## config.mk

```make
export PLATFORM = sky130hd
export DESIGN_NAME = svw_deframer
export DESIGN_NICKNAME = d
export VERILOG_FILES = /design/src/core/svw_pkg.sv /design/src/core/svw_deframer.sv
export VERILOG_INCLUDE_DIRS = /design/src /design/src/core
export SDC_FILE = /design/constraint.sdc
export NUM_CORES = 1
export LEC_CHECK = 0
export BUFFER_PORTS_ARGS = -buffer_cell sky130_fd_sc_hd__buf_2
export CAP_MARGIN = 40
export CORE_MARGIN = 2
export CORE_UTILIZATION = 45
export DETAILED_ROUTE_END_ITERATION = 8
export GPL_TIMING_DRIVEN = 1
export PLACE_DENSITY = 0.64
export SLEW_MARGIN = 0
export SYNTH_ARGS = -nofsm -noshare
export SYNTH_HDL_FRONTEND = slang
export SYNTH_SLANG_ARGS = --single-unit
```

## constraint.sdc

```tcl
create_clock -name clk_sys_i -period 4.85 [get_ports clk_sys_i]
set_input_delay 0 -clock clk_sys_i [delete_from_list [all_inputs] [get_ports clk_sys_i]]
set_output_delay 0 -clock clk_sys_i [all_outputs]
set_load 0.005 [all_outputs]
```

## src/core/svw_regs.svh

```systemverilog
// register offsets, field positions, reset values and masks of the serial video word deframer
`ifndef SVW_REGS_SVH
`define SVW_REGS_SVH
// register indices; byte address is index times four
`define SVW_IDX_RATE_WIDTH 4'h0
`define SVW_IDX_SPREAD_ERR 4'h1
`define SVW_IDX_START_TO 4'h2
`define SVW_IDX_END_TO 4'h3
`define SVW_IDX_EDGE_TEST 4'h4
`define SVW_IDX_OWN_ADDR 4'h5
`define SVW_IDX_END_MARK 4'h6
`define SVW_IDX_PERIPH 4'h7
`define SVW_IDX_PTHR_LO 4'h8
`define SVW_IDX_PTHR_HI 4'h9
`define SVW_IDX_PERR_LO 4'ha
`define SVW_IDX_PERR_HI 4'hb
`define SVW_IDX_PRBS_ERR 4'hc
`define SVW_IDX_FLAGS 4'hd
// reset values
`define SVW_RST_RATE_WIDTH 8'hb5
`define SVW_RST_SPREAD_ERR 8'h00
`define SVW_RST_START_TO 8'ha0
`define SVW_RST_END_TO 8'ha0
`define SVW_RST_EDGE_TEST 8'h20
`define SVW_RST_OWN_ADDR 8'hf8
`define SVW_RST_END_MARK 8'hff
`define SVW_RST_PERIPH 8'h00
`define SVW_RST_PTHR_LO 8'h10
`define SVW_RST_PTHR_HI 8'h00
// writable bit masks, plus the bits of the read only flags; reserved bits read zero
`define SVW_MASK_SPREAD_ERR 8'hf8
`define SVW_MASK_EDGE_TEST 8'he9
`define SVW_MASK_FLAGS 8'h1f
// field positions
`define SVW_POS_PAR_EN 3
`define SVW_POS_AUTO_ERR 5
`define SVW_POS_VERT_SYNC_EDGE_SEL 7
`define SVW_POS_HORIZ_SYNC_EDGE_SEL 6
`define SVW_POS_PRBS_EN 0
// word layout
`define SVW_MAX_SERIAL 22
`define SVW_ENC_BITS 2
`define SVW_PAR_BITS 2
`endif

```

## src/core/svw_pkg.sv

```systemverilog
// types shared by the serial video word deframer
package svw_pkg;
  typedef struct packed {
    logic [15:0] data;
    logic vsync;
    logic hsync;
    logic [1:0] enc;
  } svw_word_t;
  typedef struct packed {
    logic cyc;
    logic stb;
    logic we;
    logic [3:0] sel;
    logic [31:0] dat;
  } svw_wb_req_t;
endpackage

```

## src/core/svw_deframer.sv

```systemverilog
// serial video word deframer with its configuration and status register bank
// Notes on behaviour
// - word holds data, hsync and vsync bits
// - data bits programmable from 8 to 16
// - length is width plus encode plus parity
// - no parity: encode, hsync, vsync, then data
// - lengths 18/16/14/12 map widths 16/14/12/10
// - parity: two parity bits lead the word
// - first configuration register resets to 0xb5
// - error counts clear on read by default
// - start timeout defaults divide 1024, count one
// - end timeout defaults divide 1024, count one
// - edge control register resets to 0x20
// - own control address resets to 0xf8
// - end of frame marker resets all ones
// - peripheral interface register resets to zero
// - sixteen bit parity threshold, reset sixteen
// - sixteen bit parity error count, read only
// - prbs error count, read only, reset zero
// - five read only link error flags
// - bits arrive least significant position first
// - width select codes, top bit means 18
`timescale 1ns/1ps
`include "svw_regs.svh"
module svw_deframer
  import svw_pkg::*;
#(
  parameter int MAX_SERIAL = `SVW_MAX_SERIAL
) (
  input wire logic clk_sys_i,
  input wire logic rst_b_i,
  input wire svw_wb_req_t wb_req_i,
  input wire logic [5:2] wb_adr_i,
  output logic [31:0] wb_dat_o,
  output logic wb_ack_o,
  input wire logic bit_valid_i,
  input wire logic bit_i,
  input wire logic word_sync_i,
  input wire logic prbs_err_i,
  input wire logic [4:0] link_err_i,
  input wire logic [1:0] timer_arm_i,
  input wire logic activity_i,
  output svw_word_t word_o,
  output logic word_valid_o,
  output logic parity_err_o,
  output logic hsync_act_o,
  output logic vsync_act_o,
  output logic parity_alarm_o,
  output logic [1:0] timeout_o,
  output logic [7:0] own_addr_o,
  output logic [7:0] end_mark_o,
  output logic [7:0] periph_cfg_o,
  output logic [7:0] spread_cfg_o
);
  // elaboration check: the shift register must hold the longest word
  if (MAX_SERIAL < `SVW_MAX_SERIAL) begin : g_bad_max_serial
    $error("MAX_SERIAL must hold the longest word of 22 bits");
  end

  // ==========================================================
  // register bank
  logic [7:0] rate_q, spread_q, sto_q, eto_q, edge_q, addr_q, mark_q, periph_q, pthr_lo_q, pthr_hi_q;
  logic [15:0] perr_q;
  logic [7:0] prbs_q;
  logic [4:0] flags_q;
  logic ack_q;
  logic [31:0] rdat_q;
  logic req, wr, rd, wr_lane;
  assign req = wb_req_i.cyc && wb_req_i.stb && !ack_q;
  assign wr = req && wb_req_i.we;
  assign rd = req && !wb_req_i.we;
  assign wr_lane = wr && wb_req_i.sel[0];

  always_ff @(posedge clk_sys_i) begin
    if (!rst_b_i) begin
      rate_q <= `SVW_RST_RATE_WIDTH;
      spread_q <= `SVW_RST_SPREAD_ERR;
      sto_q <= `SVW_RST_START_TO;
      eto_q <= `SVW_RST_END_TO;
      edge_q <= `SVW_RST_EDGE_TEST;
      addr_q <= `SVW_RST_OWN_ADDR;
      mark_q <= `SVW_RST_END_MARK;
      periph_q <= `SVW_RST_PERIPH;
      pthr_lo_q <= `SVW_RST_PTHR_LO;
      pthr_hi_q <= `SVW_RST_PTHR_HI;
    end else if (wr_lane) begin
      if (wb_adr_i == `SVW_IDX_RATE_WIDTH) begin
        rate_q <= wb_req_i.dat[7:0];
      end else if (wb_adr_i == `SVW_IDX_SPREAD_ERR) begin
        spread_q <= wb_req_i.dat[7:0] & `SVW_MASK_SPREAD_ERR;
      end else if (wb_adr_i == `SVW_IDX_START_TO) begin
        sto_q <= wb_req_i.dat[7:0];
      end else if (wb_adr_i == `SVW_IDX_END_TO) begin
        eto_q <= wb_req_i.dat[7:0];
      end else if (wb_adr_i == `SVW_IDX_EDGE_TEST) begin
        edge_q <= wb_req_i.dat[7:0] & `SVW_MASK_EDGE_TEST;
      end else if (wb_adr_i == `SVW_IDX_OWN_ADDR) begin
        addr_q <= wb_req_i.dat[7:0];
      end else if (wb_adr_i == `SVW_IDX_END_MARK) begin
        mark_q <= wb_req_i.dat[7:0];
      end else if (wb_adr_i == `SVW_IDX_PERIPH) begin
        periph_q <= wb_req_i.dat[7:0];
      end else if (wb_adr_i == `SVW_IDX_PTHR_LO) begin
        pthr_lo_q <= wb_req_i.dat[7:0];
      end else if (wb_adr_i == `SVW_IDX_PTHR_HI) begin
        pthr_hi_q <= wb_req_i.dat[7:0];
      end
    end
  end

  // read mux, answers one cycle after the strobe; unmapped reads give zero
  logic [7:0] rmux;
  always_comb begin
    if (wb_adr_i == `SVW_IDX_RATE_WIDTH) begin
      rmux = rate_q;
    end else if (wb_adr_i == `SVW_IDX_SPREAD_ERR) begin
      rmux = spread_q;
    end else if (wb_adr_i == `SVW_IDX_START_TO) begin
      rmux = sto_q;
    end else if (wb_adr_i == `SVW_IDX_END_TO) begin
      rmux = eto_q;
    end else if (wb_adr_i == `SVW_IDX_EDGE_TEST) begin
      rmux = edge_q;
    end else if (wb_adr_i == `SVW_IDX_OWN_ADDR) begin
      rmux = addr_q;
    end else if (wb_adr_i == `SVW_IDX_END_MARK) begin
      rmux = mark_q;
    end else if (wb_adr_i == `SVW_IDX_PERIPH) begin
      rmux = periph_q;
    end else if (wb_adr_i == `SVW_IDX_PTHR_LO) begin
      rmux = pthr_lo_q;
    end else if (wb_adr_i == `SVW_IDX_PTHR_HI) begin
      rmux = pthr_hi_q;
    end else if (wb_adr_i == `SVW_IDX_PERR_LO) begin
      rmux = perr_q[7:0];
    end else if (wb_adr_i == `SVW_IDX_PERR_HI) begin
      rmux = perr_q[15:8];
    end else if (wb_adr_i == `SVW_IDX_PRBS_ERR) begin
      rmux = prbs_q;
    end else if (wb_adr_i == `SVW_IDX_FLAGS) begin
      rmux = {3'h0, flags_q};
    end else begin
      rmux = 8'h00;
    end
  end

  always_ff @(posedge clk_sys_i) begin
    if (!rst_b_i) begin
      ack_q <= 1'b0;
      rdat_q <= 32'h0000_0000;
    end else begin
      ack_q <= req;
      rdat_q <= rd ? {24'h00_0000, rmux} : 32'h0000_0000;
    end
  end
  assign wb_ack_o = ack_q;
  assign wb_dat_o = rdat_q;

  // ==========================================================
  // word assembly
  logic par_en;
  logic [4:0] parallel_width_sel, slen;
  assign par_en = rate_q[`SVW_POS_PAR_EN];
  always_comb begin
    if (rate_q[2]) begin
      parallel_width_sel = 5'd18;
    end else begin
      parallel_width_sel = 5'd10 + {2'b00, rate_q[1:0], 1'b0};
    end
    slen = parallel_width_sel + 5'(`SVW_ENC_BITS) + (par_en ? 5'(`SVW_PAR_BITS) : 5'd0);
  end

  logic [MAX_SERIAL-1:0] sh_q;
  logic [4:0] cnt_q;
  logic done;
  assign done = bit_valid_i && !word_sync_i && (cnt_q == slen - 5'd1);
  always_ff @(posedge clk_sys_i) begin
    if (!rst_b_i) begin
      cnt_q <= 5'd0;
      sh_q <= '0;
    end else if (word_sync_i) begin
      cnt_q <= 5'd0;
    end else if (bit_valid_i) begin
      sh_q[cnt_q] <= bit_i;
      cnt_q <= done ? 5'd0 : cnt_q + 5'd1;
    end
  end

  // full word including the bit arriving now
  logic [MAX_SERIAL-1:0] full;
  logic [MAX_SERIAL-1:0] body;
  logic [15:0] dmask;
  logic pa, pb;
  always_comb begin
    full = sh_q;
    full[cnt_q] = bit_i;
    body = par_en ? (full >> `SVW_PAR_BITS) : full;
    dmask = 16'hffff >> (5'd18 - parallel_width_sel);
    pa = ^(body & ((MAX_SERIAL)'(1) << parallel_width_sel + 5'd2) - (MAX_SERIAL)'(1));
    pb = ~pa;
  end

  logic perr_ev;
  assign perr_ev = done && par_en && ((full[0] != pa) || (full[1] != pb));

  always_ff @(posedge clk_sys_i) begin
    if (!rst_b_i) begin
      word_o <= '0;
      word_valid_o <= 1'b0;
      parity_err_o <= 1'b0;
      hsync_act_o <= 1'b0;
      vsync_act_o <= 1'b0;
    end else begin
      word_valid_o <= done;
      parity_err_o <= perr_ev;
      if (done) begin
        word_o.enc <= body[1:0];
        word_o.hsync <= body[2];
        word_o.vsync <= body[3];
        word_o.data <= body[19:4] & dmask;
        hsync_act_o <= body[2] ~^ edge_q[`SVW_POS_HORIZ_SYNC_EDGE_SEL];
        vsync_act_o <= body[3] ~^ edge_q[`SVW_POS_VERT_SYNC_EDGE_SEL];
      end
    end
  end

  // ==========================================================
  // error counters and flags; an event in the clearing cycle is kept
  logic auto_rst, rd_ack, clr_perr, clr_prbs, clr_flags;
  logic [15:0] pthr;
  assign auto_rst = spread_q[`SVW_POS_AUTO_ERR];
  assign pthr = {pthr_hi_q, pthr_lo_q};
  assign rd_ack = rd && !auto_rst;
  assign clr_perr = (rd_ack && wb_adr_i == `SVW_IDX_PERR_HI) || (auto_rst && parity_alarm_o);
  assign clr_prbs = rd_ack && wb_adr_i == `SVW_IDX_PRBS_ERR;
  assign clr_flags = rd && wb_adr_i == `SVW_IDX_FLAGS;

  always_ff @(posedge clk_sys_i) begin
    if (!rst_b_i) begin
      perr_q <= 16'h0000;
    end else if (clr_perr) begin
      perr_q <= {15'h0000, perr_ev};
    end else if (perr_ev && perr_q != 16'hffff) begin
      perr_q <= perr_q + 16'h0001;
    end
  end

  logic prbs_ev;
  assign prbs_ev = prbs_err_i && edge_q[`SVW_POS_PRBS_EN];
  always_ff @(posedge clk_sys_i) begin
    if (!rst_b_i) begin
      prbs_q <= 8'h00;
    end else if (clr_prbs) begin
      prbs_q <= {7'h00, prbs_ev};
    end else if (prbs_ev && prbs_q != 8'hff) begin
      prbs_q <= prbs_q + 8'h01;
    end
  end

  always_ff @(posedge clk_sys_i) begin
    if (!rst_b_i) begin
      flags_q <= 5'h00;
    end else begin
      flags_q <= (clr_flags ? 5'h00 : flags_q) | link_err_i;
    end
  end

  always_ff @(posedge clk_sys_i) begin
    if (!rst_b_i) begin
      parity_alarm_o <= 1'b0;
    end else begin
      parity_alarm_o <= !clr_perr && (perr_q >= pthr) && (perr_q != 16'h0000);
    end
  end

  // ==========================================================
  // start and end timeouts, ticked once per word
  logic [7:0] to_cfg [2];
  assign to_cfg[0] = sto_q;
  assign to_cfg[1] = eto_q;
  for (genvar k = 0; k < 2; k++) begin : g_to
    logic run_q, exp_q;
    logic [15:0] div_q;
    logic [3:0] n_q;
    logic div_end;
    assign div_end = done && (div_q == (16'h0001 << to_cfg[k][7:4]) - 16'h0001);
    always_ff @(posedge clk_sys_i) begin
      if (!rst_b_i) begin
        run_q <= 1'b0;
        exp_q <= 1'b0;
        div_q <= 16'h0000;
        n_q <= 4'h0;
      end else begin
        exp_q <= 1'b0;
        if (timer_arm_i[k] || (run_q && activity_i)) begin
          run_q <= 1'b1;
          div_q <= 16'h0000;
          n_q <= 4'h0;
        end else if (run_q && done) begin
          div_q <= div_end ? 16'h0000 : div_q + 16'h0001;
          if (div_end) begin
            if (n_q == to_cfg[k][3:0]) begin
              run_q <= 1'b0;
              exp_q <= 1'b1;
            end else begin
              n_q <= n_q + 4'h1;
            end
          end
        end
      end
    end
    assign timeout_o[k] = exp_q;
  end

  assign own_addr_o = addr_q;
  assign end_mark_o = mark_q;
  assign periph_cfg_o = periph_q;
  assign spread_cfg_o = spread_q;

  // ==========================================================
  // checks
  chk_ack_one: assert property (@(posedge clk_sys_i) disable iff (!rst_b_i)
    wb_req_i.cyc && wb_req_i.stb && !wb_ack_o |=> wb_ack_o ##1 !wb_ack_o)
    else $error("wishbone ack not a single cycle after strobe");
  chk_reset_cfg: assert property (@(posedge clk_sys_i)
    !rst_b_i |=> rate_q == 8'hb5 && edge_q == 8'h20 && addr_q == 8'hf8 && mark_q == 8'hff)
    else $error("configuration reset values wrong");
  chk_thr_reset: assert property (@(posedge clk_sys_i) !rst_b_i |=> pthr == 16'h0010)
    else $error("parity threshold reset not sixteen");
  chk_len_noparity: assert property (@(posedge clk_sys_i) disable iff (!rst_b_i)
    !par_en && rate_q[2] |-> slen == 5'd20)
    else $error("word length without parity wrong");
  chk_word_valid: assert property (@(posedge clk_sys_i) disable iff (!rst_b_i)
    done |=> word_valid_o && word_o.hsync == $past(body[2]))
    else $error("word not delivered after last bit");
  chk_perr_count: assert property (@(posedge clk_sys_i) disable iff (!rst_b_i)
    perr_ev && !clr_perr && perr_q < 16'hfffe |=> perr_q == $past(perr_q) + 16'h0001)
    else $error("parity error not counted");
  chk_read_clear: assert property (@(posedge clk_sys_i) disable iff (!rst_b_i)
    rd && !auto_rst && wb_adr_i == `SVW_IDX_PRBS_ERR && !prbs_ev |=> prbs_q == 8'h00)
    else $error("prbs count not cleared by read");
  chk_flag_sticky: assert property (@(posedge clk_sys_i) disable iff (!rst_b_i)
    link_err_i[0] |=> flags_q[0] ##1 (flags_q[0] || $past(clr_flags)))
    else $error("link flag lost");
  chk_reserved_zero: assert property (@(posedge clk_sys_i) disable iff (!rst_b_i)
    (spread_q & ~`SVW_MASK_SPREAD_ERR) == 8'h00 && (edge_q & ~`SVW_MASK_EDGE_TEST) == 8'h00)
    else $error("reserved bits not zero");
  chk_data_width: assert property (@(posedge clk_sys_i) disable iff (!rst_b_i)
    word_valid_o && rate_q[2:0] == 3'b000 |-> word_o.data[15:8] == 8'h00)
    else $error("data wider than selected width");
  chk_auto_clear: assert property (@(posedge clk_sys_i) disable iff (!rst_b_i)
    auto_rst && parity_alarm_o && !perr_ev |=> perr_q == 16'h0000)
    else $error("parity count not emptied by alarm");
  chk_no_parity_err: assert property (@(posedge clk_sys_i) disable iff (!rst_b_i)
    done && !par_en |=> !parity_err_o)
    else $error("parity error without parity");
  chk_layout_plain: assert property (@(posedge clk_sys_i) disable iff (!rst_b_i)
    done && !par_en |=> word_o.enc == $past(full[1:0]) && word_o.hsync == $past(full[2]))
    else $error("plain word layout wrong");
  chk_layout_parity: assert property (@(posedge clk_sys_i) disable iff (!rst_b_i)
    done && par_en |=> word_o.enc == $past(full[3:2]) && word_o.vsync == $past(full[5]))
    else $error("parity word layout wrong");
  chk_ro_write: assert property (@(posedge clk_sys_i) disable iff (!rst_b_i)
    wr_lane && wb_adr_i == `SVW_IDX_PERR_LO && !perr_ev && !clr_perr |=> perr_q == $past(perr_q))
    else $error("read only count changed by write");
  chk_unmapped_read: assert property (@(posedge clk_sys_i) disable iff (!rst_b_i)
    rd && wb_adr_i > `SVW_IDX_FLAGS |=> wb_dat_o == 32'h0000_0000)
    else $error("unmapped read not zero");
  chk_to_pulse: assert property (@(posedge clk_sys_i) disable iff (!rst_b_i)
    timeout_o != 2'b00 |=> (timeout_o & $past(timeout_o)) == 2'b00)
    else $error("timeout pulse longer than one cycle");
  cov_parity_word: cover property (@(posedge clk_sys_i) disable iff (!rst_b_i) done && par_en);
  cov_parity_err: cover property (@(posedge clk_sys_i) disable iff (!rst_b_i) perr_ev);
  cov_timeout: cover property (@(posedge clk_sys_i) disable iff (!rst_b_i) timeout_o[0]);
  cov_alarm: cover property (@(posedge clk_sys_i) disable iff (!rst_b_i) parity_alarm_o);
  cov_auto_clear: cover property (@(posedge clk_sys_i) disable iff (!rst_b_i) auto_rst && clr_perr);
endmodule

```

==> reports/results.ini <==
[logic_synthesis]
ys_top_cells_by_area=dfxtp_1, mux2i_1, nor2_1
synth.distinct_cells=91
synth-edff-count=0
synth.most_common_cell=dfxtp_1
synth_top_area_share_pct=32.62
ys.flop_type=dfxtp_1
synth-seq-area-share_pct=32.62
flops_latches_synth=208
synth_warnings=0
syn_area_mm2=0.01277
async_reset_ff_share_pct=0
synth_top_cells_by_count=dfxtp_1, nor2_1, nand2_1, mux2i_1, a21oi_1
synthesis.instances=1597
synth.avg_cell_area_um2=7.994
post_synth_top_area_cell=dfxtp_1

[timing]
max_clock_freq_mhz=217.0
time_the_worst_path_needs_with_i_o_delays_and_setup_ns=4.607
setup_viol=0
final_max_slew_viol_count=0
finalHoldViolations=0
min_period_over_period_pct=95.00
fin_skew_ns=0.01332
max_slew_headroom_pct=42.14
worst_margin_pin_slew_ns=0.8613

[global_route]
antenna_found_initial=0
first_global_vias=10600
grt_overflow=0
maximum_number_of_pins_on_one_net_before_global_route_repair=66
grt_pass1_wl_um=56330
grt_use_total_pct=23.66

[placement]
post_dp_hpwl_um=25390
routabilityCongestion=0.8881
placement.io_buffers=94

[floorplanning]
starting_density_of_the_core_pct=45.83
floorplan.io_pins=149
die_h_um=172.4
number_of_placement_rows=61
floorplan.core_area_mm2=0.02786
die_x_um=172.4
die_outline_area_mm2=0.02973

[critical_path]
r2r_setup_slack_ns=0.24
path_max_fanout=6
crit_path_start_kind=register
worst_r2r_end=perr_q[11]
reg2reg_depth=22
critPathKind=register to register
cp_data_arrival_time_ns=5.07
critPathCaptureType=register
cp.required_ns=5.31
worst_r2r_startpoint=rate_q[1]

[power]
maximum_vdd_ir_drop_uv=228.1
power.leakage_uw=0.005687
power_dens_cells_mw_per_mm2=266.2
power.total_uw=3862

[final_layout]
finalNetCount=1780
postLayoutCoreUtil_pct=52.08
number_of_antenna_diodes=0
post_route_cells_drive_above_1_share_pct=13.59
layout_overhead_on_the_synthesized_area_pct=13.65

[cts]
path_clk_slew_ns=0.06
clk-insertion-delay-late_ns=0.53
tritoncts_buffers=24
max-clock-path-buffers=3
cts.sink_count=208
ctsHtreeMaxLevel=1
tritoncts=built
cts.root.buffer_cell=clkbuf_16

[drt]
drt_iter0_markers=919
drt.antenna.violating_nets=0
detail_route.wirelength_um=35610
wl_met3_um=2419
dr.pass1.iters=5
wirelength_met1_um=15720
routed-via-count=11650
wl_met2_um=16500
post_drt_wl_per_cell_um=17.20
viasPerCell=5.626
highest_layer=met4
drcViolationCount=0

[hold_path]
worstHoldPathType=input pin to register
worstHoldPathCells=5
worstHoldEndpoint=flags_q[3]
min_from=wb_req_i[36]

[outcome]
result_of_the_run=finished clean

[job]
timing.max_cap.violations=0

## layer usage
| layer | global-route usage [%] | vias to the layer above |
|---|---|---|
| li1 | - | 5668 |
| met1 | 31.25 | 5518 |
| met2 | 39.69 | 401 |
| met3 | 3.754 | 59 |
| met4 | 7.161 | 0 |
| met5 | 0 | - |
## where the power goes
group          switching (uW)  leakage [uW]  internal [uW]  total (uW)
Combinational             189       0.00362            126         315
Sequential               10.7       0.00168           1720        1730
Clock                     714      0.000387           1100        1810
## registers in the layout, indices dropped and copies added (netlist names), 16 cells and up
signal      flops
g_to.div_q     32
perr_q         16
word_o         20
sh_q           22
## critical path, stage by stage (launching register included)
cell      delay [ns]
dfxtp_1         0.33
ha_1            0.19
or2_1           0.23
inv_2           0.11
ha_1            0.21
nand2b_1        0.11
nand3_1         0.13
o21ai_2         0.09
nand2_1         0.10
ha_1            0.21
inv_1           0.10
a221o_1         0.31
mux2i_1         0.20
xnor3_1         0.24
xnor3_1         0.22
xnor3_1         0.23
xnor3_2         0.40
mux2i_4         0.40
buf_6           0.18
nor3_4          0.05
buf_4           0.16
a41o_1          0.22
a21oi_1         0.10
## worst max-delay path by stage
| stage | start | end | slack (ns) | depth (start not counted) |
|---|---|---|---|---|
| finish | rate_q[1] | perr_q[11] | 0.24 | 22 |
| global route | rate_q[1] | perr_q[7] | -0.004 | 22 |
| CTS | rate_q[1] | perr_q[11] | 0.14 | 20 |
| detailed placement | rate_q[1] | perr_q[11] | 0.14 | 20 |
| global placement | rate_q[0] | perr_q[11] | 0.26 | 21 |
| floorplan | rate_q[0] | perr_q[15] | 0.09 | 20 |
## through the flow
| stage | cells | instance area, um^2 | setup slack [ns] | setup TNS, ns | hold WS, ns |
|---|---|---|---|---|---|
| 2_1_floorplan | 1623 | 12860 | 0.08843 | 0 | 0.07689 |
| 3_3_place_gp | 1993 | 13370 | 0.2602 | 0 | 0.2122 |
| 3_5_place_dp | 1997 | 13390 | 0.1433 | 0 | 0.2147 |
| 4_1_cts | 2066 | 14460 | 0.1376 | 0 | 0.002154 |
| 5_1_grt | 2070 | 14510 | -0.003958 | -0.003958 | 0.04098 |
| 6_report | 2070 | 14510 | 0.2426 | 0 | 0.01653 |
## cells in the final DEF (no fill, tap or decap), types with 8 or more instances in the layout
master / instances
nand4_1: 23
nand2b_1: 14
and3_1: 24
clkbuf_16: 25
nor3_1: 50
a21oi_1: 97
nand2_1: 190
o21ai_0: 52
or3_1: 9
or2_2: 9
mux2_2: 9
ha_1: 45
inv_1: 44
nand3_1: 68
dfxtp_1: 208
buf_2: 96
dlygate4sd3_1: 29
buf_4: 39
a211oi_1: 20
nor4_1: 10
and4bb_2: 8
nor2b_1: 16
xnor2_1: 56
nor2_1: 205
mux2i_1: 104
conb_1: 27
a31oi_1: 8
xor2_1: 39
## final cells by class
cell class	instances	area, um^2
Clock buffer	34	699.4
Fill cell	2695	13350
Inverter	48	181.4
Multi-Input combinational cell	1231	7836
Tap cell	378	473.0
Sequential cell	208	4164
Clock inverter	6	80.08
Timing Repair Buffer	165	1075
## cell families after synthesis
family / share of synthesized area (%)
AOI/OAI and AO/OA: 13.80
xor gates and xnor gates: 7.361
adders and majority gates: 4.410
buffers and inverters: 6.949
DFF: 32.62
muxes: 9.478
other: 0.02937
and+or+nand+nor: 25.36
## timing repair
item                                    CTS  global route
buffers inserted                          0             4
hold endpoints to repair                104             0
endpoints found under the setup margin    0            14
resized for setup                         0             7
hold buffers                             29             0
No activity file was read; power rests on OpenSTA's default activity.
